### config.mk
export PLATFORM = sky130hd
export DESIGN_NAME = scc_chopper
export DESIGN_NICKNAME = d
export VERILOG_FILES = /design/src/scc_pkg.sv /design/src/scc_chopper.sv
export SDC_FILE = /design/constraint.sdc
export NUM_CORES = 1
export LEC_CHECK = 0
export BUFFER_PORTS_ARGS = -buffer_cell sky130_fd_sc_hd__buf_2
export CAP_MARGIN = 0
export CORE_MARGIN = 3
export CORE_UTILIZATION = 60
export DETAILED_ROUTE_END_ITERATION = 6
export MAX_ROUTING_LAYER = met4
export PLACE_DENSITY = 0.78
export SLEW_MARGIN = 20
export SYNTH_ARGS = -nofsm -noshare
export SYNTH_HDL_FRONTEND = slang
export SYNTH_SLANG_ARGS = --single-unit
### constraint.sdc
create_clock -name clk -period 21.8 [get_ports clk]
set_clock_uncertainty 0.15 [all_clocks]
set_input_delay 4.36 -clock clk [delete_from_list [all_inputs] [get_ports clk]]
set_output_delay 4.36 -clock clk [all_outputs]
set_load 0.02 [all_outputs]
### src/scc_pkg.sv
// constants and types for the stepper current chopper
//
// Notes on behaviour
// - drive until trip, decay, then drive again
// - torque code scales trip, zero gives 0.39%
// - standstill uses hold scale, same linear law
// - internal reference select overrides external reference
// - pin mode: external reference times sine only
// - fast decay reverses bridge, disables near zero
// - slow decay turns both low sides on
// - decay codes 000,100,101,110,111; 111 at reset
// - decay mode changes apply while running
// - slow decay repeats off time while above trip
// - mixed: 30% or 60% fast, then slow
// - dynamic: overshoot raises next fast fraction
// - dynamic: long drive lowers next fast fraction
// - dynamic: falling target forces full fast decay
// - off time 9/19/27/35 us, 19 default
// - blanking ignores comparator, sets minimum drive time
// - ripple mode: slow decay until valley level
package scc_pkg;
    localparam int CLK_MHZ = 100;

    // decay selection codes
    localparam logic [2:0] DECAY_SLOW    = 3'h0;
    localparam logic [2:0] DECAY_MIX30   = 3'h4;
    localparam logic [2:0] DECAY_MIX60   = 3'h5;
    localparam logic [2:0] DECAY_DYNAMIC = 3'h6;
    localparam logic [2:0] DECAY_RIPPLE  = 3'h7;
    localparam logic [2:0] DECAY_RESET   = DECAY_RIPPLE;

    // three-level decay pin codes
    localparam logic [1:0] PIN_LOW  = 2'h0;
    localparam logic [1:0] PIN_HIGH = 2'h1;
    localparam logic [1:0] PIN_OPEN = 2'h2;

    // off times in ns, least times so rounded up
    localparam int OFF0_NS = 9000;
    localparam int OFF1_NS = 19000;
    localparam int OFF2_NS = 27000;
    localparam int OFF3_NS = 35000;
    localparam logic [1:0] OFF_CFG_RESET = 2'h1;
    localparam logic [11:0] OFF0_CYC = 12'((OFF0_NS * CLK_MHZ + 999) / 1000);
    localparam logic [11:0] OFF1_CYC = 12'((OFF1_NS * CLK_MHZ + 999) / 1000);
    localparam logic [11:0] OFF2_CYC = 12'((OFF2_NS * CLK_MHZ + 999) / 1000);
    localparam logic [11:0] OFF3_CYC = 12'((OFF3_NS * CLK_MHZ + 999) / 1000);

    // blanking times in ns
    localparam int BLANK0_NS = 1000;
    localparam int BLANK1_NS = 1500;
    localparam int BLANK2_NS = 2000;
    localparam int BLANK3_NS = 2500;
    localparam logic [1:0] BLANK_CFG_RESET = 2'h1;
    localparam logic [11:0] BLANK0_CYC = 12'((BLANK0_NS * CLK_MHZ + 999) / 1000);
    localparam logic [11:0] BLANK1_CYC = 12'((BLANK1_NS * CLK_MHZ + 999) / 1000);
    localparam logic [11:0] BLANK2_CYC = 12'((BLANK2_NS * CLK_MHZ + 999) / 1000);
    localparam logic [11:0] BLANK3_CYC = 12'((BLANK3_NS * CLK_MHZ + 999) / 1000);

    // fast-decay fractions in percent
    localparam logic [6:0] PCT_MIX30  = 7'h1E;
    localparam logic [6:0] PCT_MIX60  = 7'h3C;
    localparam logic [6:0] PCT_FULL   = 7'h64;
    localparam logic [6:0] PCT_DYN_RESET = 7'h1E;

    // reference code of the internal 3.3 V reference (full scale)
    localparam logic [7:0] INT_REF_CODE = 8'hFF;

    typedef enum logic [2:0] {
        ST_DRIVE = 3'b000,
        ST_FAST  = 3'b001,
        ST_COAST = 3'b010,
        ST_SLOW  = 3'b011,
        ST_VALLEY = 3'b100
    } scc_state_e;
endpackage

### src/scc_chopper.sv
// PWM current chopper for one H-bridge
`timescale 1ns/1ps
module scc_chopper
    import scc_pkg::*;
#(
    parameter int LONG_DRIVE_CYC = 2000,
    parameter int DYN_STEP_PCT   = 10
) (
    input  wire logic       clk,
    input  wire logic       rstn,
    input  wire logic       serialMode,
    input  wire logic [7:0] torqueScale,
    input  wire logic [7:0] holdCurrentScale,
    input  wire logic [2:0] decaySelect,
    input  wire logic       intRefEn,
    input  wire logic [1:0] offIntervalCfg,
    input  wire logic [1:0] blankingCfg,
    input  wire logic [1:0] decayPinLow,
    input  wire logic [1:0] decayPinHigh,
    input  wire logic       holding,
    input  wire logic [7:0] extRefCode,
    input  wire logic [7:0] sineWeight,
    input  wire logic       direction,
    input  wire logic       tripCurrent,
    input  wire logic       valleyCurrent,
    input  wire logic       nearZero,
    output logic [7:0]      tripLevel,
    output logic            out1High,
    output logic            out1Low,
    output logic            out2High,
    output logic            out2Low,
    output logic [2:0]      phase,
    output logic [6:0]      fastPct
);
    // refused at elaboration; the drive counter saturates at 4095, so stay below it
    if (LONG_DRIVE_CYC < 1 || LONG_DRIVE_CYC > 4094 || DYN_STEP_PCT < 1 || DYN_STEP_PCT > 50) begin
        $error("scc_chopper: parameter out of range");
    end

    localparam logic [11:0] LONG_CYC = 12'(LONG_DRIVE_CYC);
    localparam logic [6:0]  STEP_PCT = 7'(DYN_STEP_PCT);

    scc_state_e  state_reg;
    logic [11:0] cnt_reg;
    logic [11:0] offLen_reg;
    logic [11:0] fastLen_reg;
    logic [6:0]  dynPct_reg;
    logic        falling_reg;
    logic [7:0]  tripLevel_reg;
    logic [7:0]  tripLevel_next;
    logic [2:0]  mode;
    logic [11:0] offCyc;
    logic [11:0] blankCyc;
    logic [6:0]  modePct;
    logic [18:0] fastProd;
    logic [23:0] refProd;
    logic [7:0]  refSel;
    logic [7:0]  scaleSel;
    logic        blankDone;

    // effective mode; pins decode in pin mode, any other pair falls back to reset mode
    always_comb begin
        mode = DECAY_RESET;
        if (serialMode) begin
            mode = decaySelect;
        end else begin
            case ({decayPinLow, decayPinHigh})
                {PIN_OPEN, PIN_HIGH}: mode = DECAY_SLOW;
                {PIN_HIGH, PIN_LOW}:  mode = DECAY_MIX30;
                {PIN_OPEN, PIN_LOW}:  mode = DECAY_MIX60;
                {PIN_LOW,  PIN_LOW}:  mode = DECAY_DYNAMIC;
                {PIN_LOW,  PIN_HIGH}: mode = DECAY_RIPPLE;
                default:              mode = DECAY_RESET;
            endcase
        end
    end

    // off and blanking lengths; pin mode fixes blanking at its default
    always_comb begin
        case (offIntervalCfg)
            2'h0:    offCyc = OFF0_CYC;
            2'h1:    offCyc = OFF1_CYC;
            2'h2:    offCyc = OFF2_CYC;
            default: offCyc = OFF3_CYC;
        endcase
        case (serialMode ? blankingCfg : BLANK_CFG_RESET)
            2'h0:    blankCyc = BLANK0_CYC;
            2'h1:    blankCyc = BLANK1_CYC;
            2'h2:    blankCyc = BLANK2_CYC;
            default: blankCyc = BLANK3_CYC;
        endcase
    end

    // fast share of this off time; in dynamic mode a falling target takes it all
    always_comb begin
        case (mode)
            DECAY_MIX30:   modePct = PCT_MIX30;
            DECAY_MIX60:   modePct = PCT_MIX60;
            DECAY_DYNAMIC: modePct = falling_reg ? PCT_FULL : dynPct_reg;
            default:       modePct = 7'h00;
        endcase
        fastProd = 19'(offCyc) * 19'(modePct);
    end

    // trip level: serial mode reference x sine x (code+1)/256, so code zero still gives 1/256; pin mode external reference x sine/256
    always_comb begin
        refSel   = (serialMode && intRefEn) ? INT_REF_CODE : extRefCode;
        scaleSel = holding ? holdCurrentScale : torqueScale;
        if (serialMode) begin
            refProd = 24'(refSel) * 24'(sineWeight) * (24'(scaleSel) + 24'h000001);
        end else begin
            refProd = {8'h00, 16'(extRefCode) * 16'(sineWeight)};
            refProd = refProd << 8;
        end
        tripLevel_next = refProd[23:16];
    end

    always_ff @(posedge clk or negedge rstn) begin
        if (!rstn) begin
            tripLevel_reg <= 8'h00;
        end else begin
            tripLevel_reg <= tripLevel_next;
        end
    end

    // a drop in target is held until the next trip uses it, so a drop in the off time is kept
    always_ff @(posedge clk or negedge rstn) begin
        if (!rstn) begin
            falling_reg <= 1'b0;
        end else if (tripLevel_next < tripLevel_reg) begin
            falling_reg <= 1'b1;
        end else if (state_reg == ST_DRIVE && blankDone && tripCurrent) begin
            falling_reg <= 1'b0;
        end
    end

    // comparator is only looked at after blanking, which is also the least drive time
    assign blankDone = (cnt_reg >= blankCyc);

    // chopping sequence, intervals counted in clocks
    always_ff @(posedge clk or negedge rstn) begin
        if (!rstn) begin
            state_reg   <= ST_DRIVE;
            cnt_reg     <= 12'h000;
            offLen_reg  <= OFF1_CYC;
            fastLen_reg <= 12'h000;
        end else begin
            case (state_reg)
                ST_DRIVE: begin
                    if (blankDone && tripCurrent) begin
                        cnt_reg     <= 12'h000;
                        offLen_reg  <= offCyc;
                        fastLen_reg <= 12'(fastProd / 19'd100);
                        if (mode == DECAY_RIPPLE)
                            state_reg <= ST_VALLEY;
                        else if (mode == DECAY_SLOW || fastProd < 19'd100)
                            state_reg <= ST_SLOW;
                        else
                            state_reg <= ST_FAST;
                    end else if (cnt_reg != 12'hFFF) begin
                        cnt_reg <= cnt_reg + 12'h001;
                    end
                end
                ST_FAST, ST_COAST: begin
                    cnt_reg <= cnt_reg + 12'h001;
                    if (cnt_reg + 12'h001 >= offLen_reg) begin
                        state_reg <= ST_DRIVE;
                        cnt_reg   <= 12'h000;
                    end else if (cnt_reg + 12'h001 >= fastLen_reg) begin
                        state_reg <= ST_SLOW;
                    end else if (nearZero) begin
                        state_reg <= ST_COAST;
                    end
                end
                ST_SLOW: begin
                    cnt_reg <= cnt_reg + 12'h001;
                    if (cnt_reg + 12'h001 >= offLen_reg) begin
                        cnt_reg <= 12'h000;
                        // still above trip in slow decay: run another whole off time
                        if (mode == DECAY_SLOW && tripCurrent)
                            state_reg <= ST_SLOW;
                        else
                            state_reg <= ST_DRIVE;
                    end
                end
                ST_VALLEY: begin
                    cnt_reg <= 12'h000;
                    if (valleyCurrent || mode != DECAY_RIPPLE)
                        state_reg <= ST_DRIVE;
                end
                default: begin
                    state_reg <= ST_DRIVE;
                    cnt_reg   <= 12'h000;
                end
            endcase
        end
    end

    // adaptive fraction, adjusted once per cycle at the trip, clamped 0..100
    always_ff @(posedge clk or negedge rstn) begin
        if (!rstn) begin
            dynPct_reg <= PCT_DYN_RESET;
        end else if (mode == DECAY_DYNAMIC && state_reg == ST_DRIVE
                     && blankDone && tripCurrent) begin
            if (cnt_reg == blankCyc) begin
                // already over trip when blanking ends: overshoot
                if (dynPct_reg > PCT_FULL - STEP_PCT)
                    dynPct_reg <= PCT_FULL;
                else
                    dynPct_reg <= dynPct_reg + STEP_PCT;
            end else if (cnt_reg > LONG_CYC) begin
                if (dynPct_reg < STEP_PCT)
                    dynPct_reg <= 7'h00;
                else
                    dynPct_reg <= dynPct_reg - STEP_PCT;
            end
        end
    end

    // bridge switches; the coast state opens every switch to stop reverse current
    always_comb begin
        out1High = 1'b0;
        out1Low  = 1'b0;
        out2High = 1'b0;
        out2Low  = 1'b0;
        case (state_reg)
            ST_DRIVE: begin
                out1High = direction;
                out2Low  = direction;
                out2High = !direction;
                out1Low  = !direction;
            end
            ST_FAST: begin
                out2High = direction;
                out1Low  = direction;
                out1High = !direction;
                out2Low  = !direction;
            end
            ST_SLOW, ST_VALLEY: begin
                out1Low = 1'b1;
                out2Low = 1'b1;
            end
            default: begin
                out1Low = 1'b0;
            end
        endcase
    end

    assign tripLevel = tripLevel_reg;
    assign phase     = state_reg;
    assign fastPct   = dynPct_reg;
endmodule

## Word-level counts from Yosys, hierarchy flattened

Index checks and enable logic that the tools add are counted.

- Eq/ne operators: 23
- Reductions and logical operators: 24
- Multiply operators: 4
- Order comparisons: 8
- Add/sub/neg operators: 4
- Mux-type cells: 34
- Divide/modulo/power cells: 1

Operators by type and width:

| operator | count |
|---|---|
| $ge A12 B12 Y1 | 3 |
| $mux W12 | 3 |
| $pmux W12 S3 | 1 |
| $mux W7 | 5 |
| $mul A8 B8 Y16 | 2 |
| $mul A16 B9 Y24 | 1 |
| $mux W24 | 1 |
| $mux W3 | 8 |
| $pmux W12 S2 | 1 |
| $pmux W3 S4 | 2 |
| $pmux W8 S3 | 1 |
| $pmux W7 S3 | 1 |
| $div A19 B7 Y19 const B | 1 |
| $lt A19 B7 Y1 const B | 1 |
| $mul A12 B7 Y19 | 1 |
| $mux W8 | 2 |
| $eq A3 B3 Y1 const B | 5 |
| $add A12 B1 Y12 const B | 1 |
| $eq A12 B12 Y1 | 1 |
| $gt A12 B11 Y1 const B | 1 |
| $ne A12 B12 Y1 const B | 1 |
| $add A8 B1 Y9 const B | 1 |
| $eq A4 B4 Y1 const B | 2 |
| $logic_and A1 B1 Y1 | 8 |
| other kinds (29) | 44 |

- Logic and storage cells: 105
- Output and inout bits: 22
- Register bits: 55
- Input port bits: 52

## Depth between registers and ports, before layout

Gate-level depths: netlist (run 1).

- Depth after elaboration: 12
- Depth in mapped cells: 55
- Mapped depth without buffers: 52

## Least setup slack after synthesis (run 1)

OpenSTA, ideal clock, no wires.

- Path type: input -> register
- Start: in serialMode
- End: reg fastLen_reg[0]
- Slack: 6.090 ns
- Data arrival time: 15.441 ns
- Data required time: 21.530 ns
- Cell stages on the path: 47
- Setup time: 0.120 ns
- Path buffers: 5
- Cells stage by stage: clkbuf_1 -> clkinv_1 -> o21ai_1 -> a21oi_1 -> nor3_1 -> and2_1 -> fa_1 -> inv_1 -> fa_1 -> fa_1 -> inv_1 -> fa_1 -> ha_1 -> buf_6 -> and2_4 -> or4_4 -> o311ai_2 -> or2_1 -> [11 not listed] -> buf_4 -> o31ai_2 -> a311o_1 -> a21oi_1 -> xnor2_1 -> a21oi_1 -> a311o_4 -> o211ai_2 -> nor3b_4 -> a2111oi_0 -> a311o_2 -> a31oi_2 -> o21ai_4 -> xnor2_2 -> or3_1 -> a32oi_1 -> o21ai_1 -> a31o_1

- Word-level cells in the longest chain between the ends: 6
- Elaborated cells between the ends (all ways): 15
- Those cells by class: mul (1); div (1); order compare (1); eq/ne (5); mux (4); reduce/logical (3)

RTL lines:

| element | RTL line | source |
|---|---|---|
| from (decl) | scc_chopper.sv:11 | `input wire logic serialMode,` |
| branches (longest 6 deep; another with $mul A12 B7 Y19) | - |  |
| to (signal assigned) | scc_chopper.sv:153 | `fastLen_reg <= 12'(fastProd / 19'd100);` |
| to (decl) | scc_chopper.sv:46 | `logic [11:0] fastLen_reg;` |

Several ways; the timed one is not identified.
A chain may end at the register's enable or synchronous reset.

## Worst setup path after layout (run 1)

Ends and elaborated chain as after synthesis.

==> out/metrics.csv, run 1 <==
metric,value,unit
cpPeakStageDelay,840,ps
synth_edf_count,0,
hold_ws,336.2,ps
routed_wl,39.22,mm
netlist.area_leader.share,0.2434,
synth_area_leader_cell,fa_1,
clk_pin_slew,70,ps
ys_async_sr_fraction,1.000,
rrSetupSlack,8930,ps
ctsHoldBuffers,0,
nFillCells,2242,
post_cts_buffers,0,
min_path_type,flip-flop to flip-flop,
setup.worst_path.class,input pin to flip-flop,
netlist_instances,1995,
critPathLaunchType,input pin,
final_layout_size_suffix_gt1_frac,0.09136,
nets,2465,
synth_area_leaders,"fa_1 (24%), ha_1 (14%), inv_1 (6.5%)",
outcome,finished clean,
io_buffers,72,
critPathTopFamily,compound AO/OA/AOI/OAI gates,
drc,0,
drt-initial-drc-count,803,
avgSynthCellArea,8.245,um^2
finalCriticalPeriod,17590,ps
yosys_warnings,0,
startpoint,serialMode,
grt_first_pass_wirelength,67.30,mm
grt_pass1_vias,14337,
cp_common_cell,fa_1,
endpoint_kind,flip-flop,
antenna_cells,0,
crit_buf_inv,5,
max_slew_margin,0.2894,
cts_tree,done,
ys_seq_elements,49,
rsz0062_at_grt,no,
synth_common_cells,"inv_1 (283), nand2_1 (234), fa_1 (200)",
yosysUniqueCellTypes,114,
setup_tns,0,ps
initial_core_util,0.6207,
cts_sinks,49,
cts_made_buffers,5,
die_h,171.6,um
overflow,0,
min_from,fastLen_reg[8],
grtUsageMet3,0.01471,
hold_viol,0,
wl_per_cell,16.62,um
via_count,14294,
dp_hpwl,31.92,mm
finish.utilization,0.6494,
r2r-end,fastLen_reg[0],
finalSetupViolations,0,
grt_max_degree,50,
use_met2,0.4963,
antenna_found_initial,0,
path_max_fanout,20,
clockRootBuffer,clkbuf_16,
crit_arrival,17620,ps
groute.layer.met1.usage,0.3504,
ctsLongestPathBuffers,2,
cp_data_required_time,21830,ps
cap_viol_max_count,0,
final_antenna_net_count,0,
gr-max-usage-layer,met2,
critical-path-slowest-cell,nor3_1,
gp_congestion,0.9691,
routed_via_density,6.057,
dieArea,29440,um^2
rows,59,
firstDrtPassIters,5,
drv_slew,0,
synth_flop_cell,dfrtp_1,
ys_seq_area_frac,0.07523,
yosysMostFrequentCell,inv_1,
tightest_slew,1062,ps
cts_resized,0,
ctsHtreeMaxLevel,2,
core_area,26500,um^2
r2r_cells,41,
ios,74,
post-route-period-util,0.8068,
synth_area,16450,um^2
die_x,171.6,um
crit_end,fastLen_reg[0],
grt_use_total,0.2788,
max_freq,56.86,MHz
cp_num_cells,44,
r2r_start,fastPct[1],
clk_latency,300,ps
area_delta_synth_final,4.625,%
[cells in the final DEF (no fill, tap or decap), drive strengths merged, types with 35 or more instances in the layout]
cell,netlist,final
ha,189,189
o21ai,93,93
buf,27,87
a21oi,98,98
nor2b,73,73
fa,200,200
nand2,235,235
nor2,106,106
nand2b,35,35
nor3,45,45
inv,283,283
and2,76,76
xnor2,51,51
dfrtp,40,40
[stage by stage]
stage | std cells | area (um^2) | setup slack (ps)
finish | 2360 | 17210 | 4212
global route | 2360 | 17210 | 3253
CTS | 2360 | 17200 | 4353
detailed placement | 2352 | 17030 | 4080
global placement | 2352 | 17030 | 4368
floorplan | 2002 | 16470 | 6090
[layout make-up]
type                       count  area, um^2  share of cell area
tap                          335       419.2             0.02436
clock buffer                   7       142.6            0.008289
multi-input combinational   1596       13840              0.8041
inverter                     285        1070             0.06216
sequential                    49        1237             0.07191
timing repair buffer          87       473.0             0.02748
clock inverter                 1       30.03            0.001745
[logic make-up (layout without fill, tap and decap cells)]
family                     Yosys count  after routing  synth area share
AOI/OAI and AO/OA                  429            429            0.1909
xor gates and xnor gates            74             74           0.04123
adders and majority gates          390            390            0.3878
buffers and inverters              357            380           0.08581
DFF                                 49             49           0.07523
muxes                               19             19           0.01286
other                                2              9         0.0004566
and+or+nand+nor                    675            675            0.2057
[worst register-to-register path: cells and delay by family, from the launching register on]
kind | cells | cell delay, ps
AO/OA/AOI/OAI | 20 | 4730
AND/OR/NAND/NOR | 12 | 4540
buffers and inverters | 3 | 140
flip-flops | 1 | 610
XOR/XNOR | 1 | 200
adder cells (fa/ha/maj) | 5 | 2400
[per-layer routing]
layer	part of all wire	up-vias
met1	0.42	6942
met3	0.044	71
li1	-	6797
met2	0.52	484
met4	0.020	0
met5	0	-
[worst min-delay path by stage]
stage	to	cells past startpoint
after CTS	fastLen_reg[8]	2
after global routing	offLen_reg[9]	2
after floorplan	fastLen_reg[11]	2
after detailed placement	fastLen_reg[8]	2
after global placement	fastLen_reg[8]	2
final	fastLen_reg[8]	2
Power of run 1 is not shown: default switching activity piles up to over one toggle a cycle in this logic, so the estimate is an artifact.
==> run 2, diff against run 1 <==
- CORE_UTILIZATION: 60 -> 59
- PLACE_DENSITY: 0.78 -> 0.8
- clock period: 21.8 -> 15.2 ns (I/O delays scaled with it)
==> run 2 against run 1 <==
Net effect:
- global-route usage down 0.41 points
- critical path depth up 5
- clock-buffer cell count fell by 2
- utilization increased by 0.82 points
- design area up 3.8%
- non-clock buffer count increased by 46
- worst setup slack worse by 3700 ps
- die area grew 1.6%
- cell count rose by 3.5%
- sequential cell count unchanged
- worst hold slack improved by 4.2 ps
- critical path type unchanged
- via count rose by 2.3%
==> out/metrics.csv, run 2 (same netlist as run 1, synthesis figures left out) <==
metric,value,unit,change
max_freq,68.20,MHz,
io_buffers,72,,unchanged
grt_max_degree,50,,unchanged
cpPeakStageDelay,550,ps,-290 ps
drv_slew,0,,unchanged
cp_data_required_time,15240,ps,-6590 ps
final_layout_size_suffix_gt1_frac,0.1357,,+0.04433
initial_core_util,0.6052,,-0.01540
max_slew_margin,0.3237,,+0.03428
dp_hpwl,32.58,mm,+2.1%
finish.utilization,0.6576,,+0.008195
die_h,173.0,um,+0.82%
routed_via_density,5.988,,-1.1%
endpoint_kind,flip-flop,,
grt_first_pass_wirelength,69.13,mm,+2.7%
via_count,14629,,+2.3%
clockRootBuffer,clkbuf_16,,
grt_use_total,0.2747,,-0.004134
outcome,finished clean,,
critPathLaunchType,input pin,,
finalSetupViolations,0,,unchanged
finalCriticalPeriod,14660,ps,
cap_viol_max_count,0,,unchanged
drt-initial-drc-count,855,,+6.5%
wl_per_cell,16.51,um,-0.65%
ctsLongestPathBuffers,2,,unchanged
path_max_fanout,9,,-55%
clk_latency,300,ps,about the same
routed_wl,40.33,mm,+2.8%
rows,60,,+1.7%
post-route-period-util,0.9647,,
area_delta_synth_final,8.641,%,
ctsHtreeMaxLevel,2,,unchanged
antenna_found_initial,0,,unchanged
min_path_type,flip-flop to flip-flop,,
crit_arrival,14710,ps,-2910 ps
cp_common_cell,buf_4,,
gp_congestion,0.9688,,about the same
cts_made_buffers,5,,unchanged
layout_commonest_cell,inv_1,,
ctsHoldBuffers,0,,unchanged
grt_pass1_vias,14844,,+3.5%
setup.worst_path.class,input pin to flip-flop,,
clk_pin_slew,70,ps,about the same
drc,0,,unchanged
dieArea,29920,um^2,+1.6%
antenna_cells,0,,unchanged
ios,74,,unchanged
layout_common_cells,"inv_1 (283), nand2_1 (233), fa_1 (200), ha_1 (189), nor2_1 (97)",,
fin_cells,2443,,+3.5%
final_antenna_net_count,0,,unchanged
crit_buf_inv,5,,unchanged
hold_ws,340.4,ps,+4.155 ps
critPathTopFamily,compound AO/OA/AOI/OAI gates,,
critical-path-slowest-cell,fa_1,,
die_x,173.0,um,+0.82%
tightest_slew,1011,ps,-51.25 ps
place_inst,2422,,+3.0%
core_area,27180,um^2,+2.5%
hold_viol,0,,unchanged
overflow,0,,unchanged
nets,2511,,+1.9%
cts_tree,done,,
firstDrtPassIters,5,,unchanged
cts_sinks,49,,unchanged
==> run 2: timing repair <==
action,CTS,global route
endpoints found under the setup margin,0,3
resized for setup,0,63
buffers inserted,0,13
==> run 2: area by class of cell <==
cell class                 instances  area, um^2
clock buffer                       5       125.1
fill                            2262        9306
sequential                        49        1237
tap                              372       465.4
multi-input combinational       1596       14110
timing repair buffer             133       818.3
inverter                         285        1070
clock inverter                     3       46.29
==> run 2: per-stage QoR <==
stage,instance area (um^2),setup TNS [ps],setup WS (ps)
after global routing,17870,-167.4,-167.4
final,17870,0,536.8
after global placement,17320,0,15.04
after floorplan,16470,0,809.6
after CTS,17490,0,57.86
after detailed placement,17320,-210.3,-210.3
==> run 2: path summary, 6_finish.rpt <==
kind                       slack, ps               to  depth (start not counted)      startpoint
setup / recovery                 540   fastLen_reg[0]                         49  decayPinLow[1]
hold / removal                   340    offLen_reg[9]                          2   offLen_reg[9]
setup reg to reg                3540   fastLen_reg[0]                         43      fastPct[2]
hold reg to reg                  340    offLen_reg[9]                          2   offLen_reg[9]
max in group asynchronous      11790  fastLen_reg[10]                          2            rstn
min in group asynchronous       2690     tripLevel[1]                          2            rstn
==> run 2: tightest hold or removal path: cells and delay by family, from the launching register on <==
kind	cells	cell delay (ps)
buffers and inverters	1	60
AOI/OAI and AO/OA	1	60
DFF	1	360
==> run 2: per-layer routing <==
layer	global-route usage	routed length, um
met1	0.3397	16680
met2	0.4862	20690
met3	0.01669	1796
met4	0.08176	1170
met5	-	0
Power of run 2 is left out for the same reason.
